==> src/inc/cmmc_consts.svh <==
// constants for the can module mode control block
`ifndef CMMC_CONSTS_SVH
`define CMMC_CONSTS_SVH

// ----------------------------------------------------------------
// register map
// ----------------------------------------------------------------
`define CMMC_ADDR_W 4
`define CMMC_CTRL_OFS 4'h0

// ----------------------------------------------------------------
// field positions of can_module_control
// ----------------------------------------------------------------
`define CMMC_ABORT_BIT 27
`define CMMC_REQUESTED_OP_MODE_LSB 24
`define CMMC_CURRENT_OP_MODE_LSB 21
`define CMMC_CAP_BIT 20
`define CMMC_ON_BIT 15
`define CMMC_SIDLE_BIT 13
`define CMMC_BUSY_BIT 11
`define CMMC_DNCNT_LSB 0

// ----------------------------------------------------------------
// mode codes and reset values
// ----------------------------------------------------------------
`define CMMC_MODE_NORMAL 3'h0
`define CMMC_MODE_DISABLE 3'h1
`define CMMC_MODE_LOOPBACK 3'h2
`define CMMC_MODE_LISTEN_ONLY 3'h3
`define CMMC_MODE_CONFIG 3'h4
`define CMMC_MODE_LISTEN_ALL 3'h7
`define CMMC_RST_MODE 3'h4

// ----------------------------------------------------------------
// time stamp store
// ----------------------------------------------------------------
`define CMMC_TS_W 16
`define CMMC_TS_DEPTH 4
`define CMMC_TS_IDX_W 2

// axi response codes
`define CMMC_RESP_OKAY 2'h0
`define CMMC_RESP_SLVERR 2'h2

`endif

==> src/inc/cmmc_pkg.sv <==
// types shared by the can module mode control block
package cmmc_pkg;
   typedef logic [2:0] cmmc_mode_t;
   typedef enum logic [1:0] {
      RUN_OFF,
      RUN_ON,
      RUN_DRAIN
   } cmmc_run_e;
endpackage

==> src/cmmc_ts_mem.sv <==
// small time stamp store with registered read data
`timescale 1ns/1ps
`include "cmmc_consts.svh"
module cmmc_ts_mem
   import cmmc_pkg::*;
(
   input wire logic clock_i,
   input wire logic sys_rst_i,
   input wire logic ce_i,
   input wire logic wr_en_i,
   input wire logic [`CMMC_TS_IDX_W-1:0] wr_idx_i,
   input wire logic [`CMMC_TS_W-1:0] wr_data_i,
   input wire logic [`CMMC_TS_IDX_W-1:0] rd_idx_i,
   output logic [`CMMC_TS_W-1:0] rd_data_o
);
   logic [`CMMC_TS_W-1:0] mem_reg [`CMMC_TS_DEPTH];

   // ----------------------------------------------------------------
   // storage and read port
   // ----------------------------------------------------------------
   // write side, one entry per receive buffer
   always_ff @(posedge clock_i or posedge sys_rst_i) begin
      if (sys_rst_i) begin
         for (int i = 0; i < `CMMC_TS_DEPTH; i++) begin
            mem_reg[i] <= '0;
         end
      end else if (ce_i && wr_en_i) begin
         mem_reg[wr_idx_i] <= wr_data_i;
      end
   end

   // read data from a register, one cycle after the index
   always_ff @(posedge clock_i or posedge sys_rst_i) begin
      if (sys_rst_i) begin
         rd_data_o <= '0;
      end else if (ce_i) begin
         rd_data_o <= mem_reg[rd_idx_i];
      end
   end
endmodule

==> src/cmmc_top.sv <==
// can module mode control: control register, mode handover, abort and time stamps
//
// Local design decisions: register access over AXI4-Lite and the register offsets.
`timescale 1ns/1ps
`include "cmmc_consts.svh"
module cmmc_top
   import cmmc_pkg::*;
(
   input wire logic clock_i,
   input wire logic sys_rst_i,
   input wire logic ce_i,
   // axi4-lite slave
   input wire logic [`CMMC_ADDR_W-1:0] s_axi_awaddr_i,
   input wire logic s_axi_awvalid_i,
   output logic s_axi_awready_o,
   input wire logic [31:0] s_axi_wdata_i,
   input wire logic [3:0] s_axi_wstrb_i,
   input wire logic s_axi_wvalid_i,
   output logic s_axi_wready_o,
   output logic [1:0] s_axi_bresp_o,
   output logic s_axi_bvalid_o,
   input wire logic s_axi_bready_i,
   input wire logic [`CMMC_ADDR_W-1:0] s_axi_araddr_i,
   input wire logic s_axi_arvalid_i,
   output logic s_axi_arready_o,
   output logic [31:0] s_axi_rdata_o,
   output logic [1:0] s_axi_rresp_o,
   output logic s_axi_rvalid_o,
   input wire logic s_axi_rready_i,
   // can core side
   input wire logic bus_active_i,
   input wire logic tx_pending_i,
   input wire logic rx_valid_i,
   input wire logic [`CMMC_TS_IDX_W-1:0] rx_buf_idx_i,
   input wire logic [`CMMC_TS_IDX_W-1:0] ts_rd_idx_i,
   output logic [`CMMC_TS_W-1:0] ts_rd_data_o,
   output logic [`CMMC_TS_W-1:0] timer_o,
   output logic tx_abort_o,
   output logic core_enable_o,
   output logic [2:0] mode_o
);
   // ----------------------------------------------------------------
   // state
   // ----------------------------------------------------------------
   logic abort_reg;
   cmmc_mode_t requested_op_mode_reg;
   cmmc_mode_t current_op_mode_reg;
   logic cap_reg;
   logic on_reg;
   logic sidle_reg;
   logic [4:0] dncnt_reg;
   cmmc_run_e run_reg;
   logic [`CMMC_TS_W-1:0] timer_reg;
   logic aw_have_reg;
   logic w_have_reg;
   logic [`CMMC_ADDR_W-1:0] awaddr_reg;
   logic [31:0] wdata_reg;
   logic [3:0] wstrb_reg;
   logic busy;
   logic wr_do;
   logic wr_hit;
   logic rd_hit;
   logic [31:0] ctrl_rd;

   // reserved codes 101 and 110 are never entered
   function automatic logic mode_legal(input cmmc_mode_t code);
      mode_legal = (code != 3'h5) && (code != 3'h6);
   endfunction

   function automatic logic addr_hit(input logic [`CMMC_ADDR_W-1:0] a);
      addr_hit = (a == `CMMC_CTRL_OFS);
   endfunction

   // ----------------------------------------------------------------
   // axi4-lite handshakes
   // ----------------------------------------------------------------
   // address and data taken in either order, response after both
   assign s_axi_awready_o = ce_i && !aw_have_reg && !s_axi_bvalid_o;
   assign s_axi_wready_o = ce_i && !w_have_reg && !s_axi_bvalid_o;
   assign s_axi_arready_o = ce_i && !s_axi_rvalid_o;
   assign wr_do = ce_i && aw_have_reg && w_have_reg;
   assign wr_hit = wr_do && addr_hit(awaddr_reg);
   assign rd_hit = addr_hit(s_axi_araddr_i);

   // write channel capture and response
   always_ff @(posedge clock_i or posedge sys_rst_i) begin
      if (sys_rst_i) begin
         aw_have_reg <= 1'b0;
         w_have_reg <= 1'b0;
         awaddr_reg <= '0;
         wdata_reg <= '0;
         wstrb_reg <= '0;
         s_axi_bvalid_o <= 1'b0;
         s_axi_bresp_o <= `CMMC_RESP_OKAY;
      end else if (ce_i) begin
         if (s_axi_awvalid_i && s_axi_awready_o) begin
            aw_have_reg <= 1'b1;
            awaddr_reg <= s_axi_awaddr_i;
         end
         if (s_axi_wvalid_i && s_axi_wready_o) begin
            w_have_reg <= 1'b1;
            wdata_reg <= s_axi_wdata_i;
            wstrb_reg <= s_axi_wstrb_i;
         end
         if (wr_do) begin
            aw_have_reg <= 1'b0;
            w_have_reg <= 1'b0;
            s_axi_bvalid_o <= 1'b1;
            s_axi_bresp_o <= addr_hit(awaddr_reg) ? `CMMC_RESP_OKAY : `CMMC_RESP_SLVERR;
         end else if (s_axi_bvalid_o && s_axi_bready_i) begin
            s_axi_bvalid_o <= 1'b0;
         end
      end
   end

   // unimplemented bits are tied to zero in the read image
   assign ctrl_rd = {4'h0, abort_reg, requested_op_mode_reg, current_op_mode_reg, cap_reg, 4'h0,
                     on_reg, 1'b0, sidle_reg, 1'b0, busy, 6'h00, dncnt_reg};

   // read channel, data held in a register until taken
   always_ff @(posedge clock_i or posedge sys_rst_i) begin
      if (sys_rst_i) begin
         s_axi_rvalid_o <= 1'b0;
         s_axi_rdata_o <= '0;
         s_axi_rresp_o <= `CMMC_RESP_OKAY;
      end else if (ce_i) begin
         if (s_axi_arvalid_i && s_axi_arready_o) begin
            s_axi_rvalid_o <= 1'b1;
            s_axi_rdata_o <= rd_hit ? ctrl_rd : 32'h0000_0000;
            s_axi_rresp_o <= rd_hit ? `CMMC_RESP_OKAY : `CMMC_RESP_SLVERR;
         end else if (s_axi_rvalid_o && s_axi_rready_i) begin
            s_axi_rvalid_o <= 1'b0;
         end
      end
   end

   // ----------------------------------------------------------------
   // control fields written by software
   // ----------------------------------------------------------------
   // plain read/write fields, byte lanes honoured
   always_ff @(posedge clock_i or posedge sys_rst_i) begin
      if (sys_rst_i) begin
         requested_op_mode_reg <= `CMMC_RST_MODE;
         cap_reg <= 1'b0;
         on_reg <= 1'b0;
         sidle_reg <= 1'b0;
         dncnt_reg <= '0;
      end else if (wr_hit) begin
         if (wstrb_reg[3]) begin
            requested_op_mode_reg <= wdata_reg[`CMMC_REQUESTED_OP_MODE_LSB +: 3];
         end
         if (wstrb_reg[2]) begin
            cap_reg <= wdata_reg[`CMMC_CAP_BIT];
         end
         if (wstrb_reg[1]) begin
            on_reg <= wdata_reg[`CMMC_ON_BIT];
            sidle_reg <= wdata_reg[`CMMC_SIDLE_BIT];
         end
         if (wstrb_reg[0]) begin
            dncnt_reg <= wdata_reg[`CMMC_DNCNT_LSB +: 5];
         end
      end
   end

   // abort: a write of one sets, zero is ignored; the set wins over the clear
   always_ff @(posedge clock_i or posedge sys_rst_i) begin
      if (sys_rst_i) begin
         abort_reg <= 1'b0;
      end else if (ce_i) begin
         if (wr_hit && wstrb_reg[3] && wdata_reg[`CMMC_ABORT_BIT]) begin
            abort_reg <= 1'b1;
         end else if (abort_reg && !tx_pending_i) begin
            abort_reg <= 1'b0;
         end
      end
   end

   // ----------------------------------------------------------------
   // enable and mode handover
   // ----------------------------------------------------------------
   // a disable request drains the frame on the wire before shutting down
   always_ff @(posedge clock_i or posedge sys_rst_i) begin
      if (sys_rst_i) begin
         run_reg <= RUN_OFF;
      end else if (ce_i) begin
         unique case (run_reg)
            RUN_OFF: begin
               if (on_reg) begin
                  run_reg <= RUN_ON;
               end
            end
            RUN_ON: begin
               if (!on_reg) begin
                  run_reg <= bus_active_i ? RUN_DRAIN : RUN_OFF;
               end
            end
            RUN_DRAIN: begin
               if (!bus_active_i) begin
                  run_reg <= on_reg ? RUN_ON : RUN_OFF;
               end
            end
         endcase
      end
   end

   // busy stays high until the disable has really taken effect
   assign busy = (run_reg != RUN_OFF);
   assign core_enable_o = busy;
   assign tx_abort_o = abort_reg;
   assign mode_o = current_op_mode_reg;

   // mode follows the request only between frames, so no frame is cut
   always_ff @(posedge clock_i or posedge sys_rst_i) begin
      if (sys_rst_i) begin
         current_op_mode_reg <= `CMMC_RST_MODE;
      end else if (ce_i && run_reg == RUN_ON && !bus_active_i && mode_legal(requested_op_mode_reg)) begin
         current_op_mode_reg <= requested_op_mode_reg;
      end
   end

   // ----------------------------------------------------------------
   // time stamp timer and capture
   // ----------------------------------------------------------------
   // timer stops when capture is off, which saves its toggling power
   always_ff @(posedge clock_i or posedge sys_rst_i) begin
      if (sys_rst_i) begin
         timer_reg <= '0;
      end else if (ce_i && cap_reg && busy) begin
         timer_reg <= timer_reg + 16'h0001;
      end
   end
   assign timer_o = timer_reg;

   cmmc_ts_mem u_ts_mem (
      .clock_i(clock_i),
      .sys_rst_i(sys_rst_i),
      .ce_i(ce_i),
      .wr_en_i(rx_valid_i && cap_reg && busy),
      .wr_idx_i(rx_buf_idx_i),
      .wr_data_i(timer_reg),
      .rd_idx_i(ts_rd_idx_i),
      .rd_data_o(ts_rd_data_o)
   );
endmodule

==> config.mk <==
export PLATFORM = sky130hd
export DESIGN_NAME = cmmc_top
export DESIGN_NICKNAME = d
export VERILOG_FILES = /design/src/inc/cmmc_pkg.sv /design/src/cmmc_ts_mem.sv /design/src/cmmc_top.sv
export VERILOG_INCLUDE_DIRS = /design/src /design/src/inc
export SDC_FILE = /design/constraint.sdc
export NUM_CORES = 1
export LEC_CHECK = 0
export BUFFER_PORTS_ARGS = -buffer_cell sky130_fd_sc_hd__buf_2
export CELL_PAD_IN_SITES_DETAIL_PLACEMENT = 2
export CELL_PAD_IN_SITES_GLOBAL_PLACEMENT = 2
export CORE_MARGIN = 1
export CORE_UTILIZATION = 39
export CTS_BUF_LIST = sky130_fd_sc_hd__clkbuf_2
export DETAILED_ROUTE_END_ITERATION = 7
export PLACE_DENSITY = 0.81
export SETUP_SLACK_MARGIN = 0.4
export SKIP_LAST_GASP = 1
export SLEW_MARGIN = 10
export SYNTH_ARGS = -nofsm -noshare
export SYNTH_HDL_FRONTEND = slang
export SYNTH_SLANG_ARGS = --single-unit
==> constraint.sdc <==
create_clock -name clock_i -period 5.56 [get_ports clock_i]
set_input_delay 0 -clock clock_i [delete_from_list [all_inputs] [get_ports clock_i]]
set_output_delay 0 -clock clock_i [all_outputs]
set_load 0.01 [all_outputs]
==> results of run 1 <==
[per-layer routing]
metal	share of wire (%)	wire [um]	track usage, %
met5	0.074	14	0
met4	2.7	518	9.17
met3	3.9	727	5.23
met2	54	10200	41.7
met1	39	7410	26.3
[kinds of logic after synthesis]
group | after synthesis | share of synthesized area [%]
compound gates | 35 | 4.08
xor+xnor | 16 | 2.13
fa+ha+maj | 1 | 0.191
buf+inv | 50 | 4.42
flops | 155 | 59.1
mux | 128 | 24.7
other cells | 1 | 0.0571
simple gates | 64 | 5.28
[layout by cell type (no fill, tap or decap), types with 7 or more instances in the layout]
cell type	n
dlygate4sd3_1	62
conb_1	18
mux2_2	112
clkbuf_2	19
nor2_1	9
a22o_1	16
inv_1	9
nand2_1	23
xnor2_1	10
buf_2	98
mux4_2	16
nand3_1	7
dfrtp_1	153
[where the power goes]
part	total, mW	switching [mW]	leakage (nW)	internal, mW
Clock	0.713	0.418	0.159	0.295
Combinational	0.386	0.190	1.79	0.197
Sequential	1.37	0.116	2.10	1.25
[area by class of cell]
class	count	area, sq um
Clock buffer	19	95.1
Clock inverter	13	175
Fill cell	1599	8480
Inverter	10	42.5
Multi-Input combinational cell	262	2460
Sequential cell	155	3880
Tap cell	220	275
Timing Repair Buffer	161	1120
[metrics by stage]
stage               std cells  hold WS, ns  instance area (sq um)  utilization [%]  power (mW)
global route              840       0.0115                   8040             48.7        2.58
floorplan                 467        0.134                   6630                -        1.56
finish                    840       0.0461                   8040             48.7        2.47
global placement          746        0.234                   7150             43.3        1.65
CTS                       837       0.0102                   8010             48.5        2.44
detailed placement        746        0.238                   7150             43.3        1.69
[worst min-delay path, delay by kind of cell]
kind                   cells  cell delay (ns)
buffers and inverters      2             0.64
muxes                      1             0.14
[final timing paths]
check                      depth (start not counted)  slack (ns)                 from                   end
max in group asynchronous                          5        3.85            sys_rst_i   u_ts_mem.mem_reg[8]
hold reg to reg                                    1        0.53  u_ts_mem.mem_reg[9]   u_ts_mem.mem_reg[9]
setup / recovery                                   6        2.76                 ce_i  u_ts_mem.mem_reg[53]
hold / removal                                     3        0.05    s_axi_wdata_i[13]         wdata_reg[13]
min in group asynchronous                          4        0.48            sys_rst_i             sidle_reg
setup reg to reg                                   4        2.77              cap_reg  u_ts_mem.mem_reg[53]
[what timing repair did]
item	CTS	global route
hold buffers	59	3
endpoints found under the hold margin	222	15
endpoints found under the setup margin	0	0
==> qor.txt, run 1 <==
Status = finished clean
CTS root buffer = clkbuf_2
Post-Synthesis Cells = 450
Min Clock Period, post-route = 2.80 ns
I/O Buffers = 98
Count leader, synth = dfrtp_1
Post-CTS setup buffer count = 0
Die Span X = 132 um
DPL Wire Length = 10,500 um
Starting density of the core = 39.7%
Post-synth ARST share = 100%
Grt total ovfl = 0
Yosys top cell by area = dfrtp_1
Pre-CTS WS = 3.02 ns
Max Cap Viol = 0
Crit start category = primary input
CTS Buf Count = 17
Final WS setup = 2.76 ns
Crit end category = flop
Sink Count = 155
Gp weighted congestion = 0.735
Post-synthesis area per instance = 14.6 sq um
GRT Total Usage = 23.0%
RSZ-0062 raised after global routing = no
CP top delay family = buffers and inverters
Setup Crit Path Kind = primary input to flop
Layout cells sized above 1 = 43.9%
Core region area = 16,500 sq um
First-pass GRT wire length = 29,800 um
EDFF count, synth = 0
Flops & latches, synth = 155
Vias in the first global route = 5,033
Drt pass-1 iters = 4
Fmax = 357 MHz
Largest net degree at the start of global routing = 112
CTS Buffer Depth = 2
Setup TNS Final = 0 ns
Main synth FF type = dfrtp_1
DRC viols = 0
Synth unique cells = 42
Top cell type's share of synthesized area = 58.3%
Crit path max-delay cell type = dlygate4sd3_1
CTS tree = yes
Synth-to-Final Area Change = 22.6%
Clk slew on worst S/H paths = 0.23 ns
Vias/cell = 5.16
Final hold violations = 0
Relative slew slack = 22.8%
Clock latency at the later pin of the worst-skew pair = 0.77 ns
Synth top area cells = dfrtp_1, mux2_2, mux4_2, buf_4, a22o_1
Pleak = 4.04 nW
CP cell instances = dlygate4sd3_1 -> buf_2 -> o2111a_2 -> nor3b_4 -> dlygate4sd3_1 -> mux2_2
Die Ht = 132 um
DRT iter0 DRCs = 174
IO Pins = 137
Arrival time of the worst setup path = 3.43 ns
Post-synthesis sequential area ratio = 59.1%
Worst Tran Pin Value = 1.16 ns
H-tree lvl count = 4
# resized after CTS = 0
Hold Crit Class = primary input to flop
NumNets Final = 667
Cell area after synthesis = 6560 sq um
Final WL = 18,900 um
Crit path required time = 6.19 ns
Wire length per cell = 22.4 um
Ant diodes = 0
Peak VDD IR = 0.000149 V
Final Setup Violations = 0
Final Cycle Share = 50.4%
Initial antenna violation count = 1
Cell Pwr Density = 307 nW/um^2
Top cells by count, synth = dfrtp_1, mux2_2, nand2_1
DRT antenna net count = 0
Crit-path max FO = 30
Yosys synthesis warning count = 0
Max FFs per register = 64
Slowest stage delay, CP = 1.20 ns
Worst Skew = 0.0496 ns
DR vias = 4,336
Most used cell, CP = dlygate4sd3_1
Pins Over Slew Limit = 0
Critical path buffers and inverters = 3
FP Rows = 47
Die Area = 17,400 sq um
Power figures use the tool's default switching activity.
==> inputs of run 2 (changes only) <==
- clock period: 5.56 -> 2.6 ns (I/O delays scaled with it)
==> run 2 against run 1 <==
Net effect: clock power is 140% higher; total power rose by 130%; hold slack better by 0.057 ns; die area is the same; combinational power up 130%; final cell count is 1.2% higher; sequential share of layout area shrank 0.92 points; count of clock-buffer cells in the layout fell by 2; clock skew is 0.0081 ns higher; via count grew 0.28%; setup slack lost 2.3 ns; highest routed layer is now met4.
==> qor.txt, run 2 (synthesis gave the netlist of run 1 again) <==
Crit path required time = 3.26 ns (was 6.19 ns)
Peak VDD IR = 0.000282 V (was 0.000149 V)
Worst Tran Pin Value = 0.838 ns (was 1.16 ns)
Max FFs per register = 64 (unchanged)
Clock latency at the later pin of the worst-skew pair = 0.75 ns (was 0.77 ns)
Pins Over Slew Limit = 0 (unchanged)
Multi-input logic area = 2460 sq um (about the same)
Sink Count = 155 (unchanged)
Final WL = 19,100 um (was 18,900 um)
Clk slew on worst S/H paths = 0.26 ns (was 0.23 ns)
Wire length per cell = 22.4 um (about the same)
Slowest stage delay, CP = 0.59 ns (was 1.20 ns)
Final Setup Violations = 0 (unchanged)
Synth-to-Final Area Change = 24.9% (was 22.6%)
Crit start category = flop (was primary input)
Final Cycle Share = 80.8%
DR vias = 4,348 (was 4,336)
Starting density of the core = 39.7% (unchanged)
DRT iter0 DRCs = 158 (was 174)
First-pass GRT wire length = 30,500 um (was 29,800 um)
Most frequent cells in the layout = dfrtp_1, mux2_2, buf_2 (unchanged)
Final hold violations = 0 (unchanged)
Relative slew slack = 44.1% (was 22.8%)
Initial antenna violation count = 1 (unchanged)
CTS Buffer Depth = 2 (unchanged)
Hold Crit Class = primary input to flop (unchanged)
FP Rows = 47 (unchanged)
Gp weighted congestion = 0.738 (was 0.735)
Die Span X = 132 um (unchanged)
Grt total ovfl = 0 (unchanged)
Dpl cell area = 7240 sq um (was 7150 sq um)
Overall Power = 5.56 mW (was 2.47 mW)
Arrival time of the worst setup path = 2.76 ns (was 3.43 ns)
Crit-path max FO = 5 (was 30)
Vias in the first global route = 4,984 (was 5,033)
Worst Skew = 0.0577 ns (was 0.0496 ns)
DPL Wire Length = 10,900 um (was 10,500 um)
Layout cells sized above 1 = 45.0% (was 43.9%)
Pleak = 4.12 nW (was 4.04 nW)
DRT antenna net count = 0 (unchanged)
Crit end category = flop (unchanged)
CTS tree = yes (unchanged)
H-tree lvl count = 4 (unchanged)
Fmax = 476 MHz
Final WS setup = 0.498 ns (was 2.76 ns)
Pre-CTS WS = 0.721 ns (was 3.02 ns)
Min Clock Period, post-route = 2.10 ns
RSZ-0062 raised after global routing = no (unchanged)
Crit path max-delay cell type = dlygate4sd3_1 (unchanged)
Vias/cell = 5.12 (was 5.16)
Most common cell after layout, fill and taps aside = dfrtp_1 (unchanged)
GRT Total Usage = 23.7% (was 23.0%)
NumNets Final = 676 (was 667)
Setup Crit Path Kind = flop to flop (was primary input to flop)
IO Pins = 137 (unchanged)
Core region area = 16,500 sq um (unchanged)
Core Util, Final = 49.6% (was 48.7%)
CTS root buffer = clkbuf_2 (unchanged)
Die Ht = 132 um (unchanged)
Drt pass-1 iters = 4 (unchanged)
DRC viols = 0 (unchanged)
Filler cells = 1,572 (was 1,599)
Die Area = 17,400 sq um (unchanged)
Status = finished clean (unchanged)
Max Cap Viol = 0 (unchanged)
CTS Buf Count = 17 (unchanged)
I/O Buffers = 98 (unchanged)
Post-CTS setup buffer count = 0 (unchanged)
Setup TNS Final = 0 ns (unchanged)
Largest net degree at the start of global routing = 62 (was 112)
CP cell instances = nand2b_1 -> nor2_1 -> and2_2 -> mux2_2 -> dlygate4sd3_1 (was dlygate4sd3_1 -> buf_2 -> o2111a_2 -> nor3b_4 -> dlygate4sd3_1 -> mux2_2)
FF+latch area = 3880 sq um (unchanged)
Design area = 8200 sq um (was 8040 sq um)
Cell Pwr Density = 678 nW/um^2 (was 307 nW/um^2)
-- run 2: power by group --
part           switching [mW]  internal [mW]  total [mW]  leakage [nW]
Sequential              0.253           2.68        2.93          2.10
Clock                   0.913          0.825        1.74         0.181
Combinational           0.424          0.467       0.892          1.84
Total                    1.59           3.97        5.56          4.12
-- run 2: worst paths after layout --
check / slack [ns] / cells after the start / to / startpoint
max in group asynchronous: 1.49 / 5 / u_ts_mem.rd_data_o[7] / sys_rst_i
max reg2reg: 0.50 / 5 / awaddr_reg[2] / s_axi_bvalid_o
min in group asynchronous: 0.34 / 4 / timer_o[13] / sys_rst_i
max: 0.50 / 5 / awaddr_reg[2] / s_axi_bvalid_o
min reg2reg: 0.49 / 1 / s_axi_rdata_o[13] / sidle_reg
min: 0.10 / 3 / wdata_reg[13] / s_axi_wdata_i[13]
-- run 2: final cells by class --
class                   instances  area share (%)
flip-flops and latches        155            47.3
well taps                     220            3.36
clock inverters                15            2.98
inverters                      10           0.504
clock buffers                  17            1.04
multi-input cells             262            30.0
diodes                          1          0.0305
repair buffers                170            14.8
-- run 2: worst max-delay path: cells and delay by family (launching register included) --
family	cells	cell delay, ns
simple gates	3	0.69
buf+inv	1	0.59
flops	1	0.44
mux	1	0.35
-- run 2: stage by stage --
| stage | cells | hold WS, ns |
|---|---|---|
| after floorplan | 467 | 0.134 |
| after global placement | 754 | -0.00846 |
| after detailed placement | 754 | -0.00179 |
| after CTS | 848 | 0.0163 |
| after global routing | 850 | 0.00545 |
| final | 850 | 0.103 |
-- run 2: per-layer routing --
metal	up-vias	share of wire, %	GRT usage (%)
met5	-	0	0
met4	0	1.8	6.78
met3	24	3.2	4.92
met2	108	56	43.9
met1	2322	39	27.6
li1	1894	-	-
-- run 2: what timing repair did --
item,4_1_cts,5_1_grt
setup endpoints to repair,0,4
hold endpoints to repair,272,1
hold buffers,62,1
resized for setup,0,1
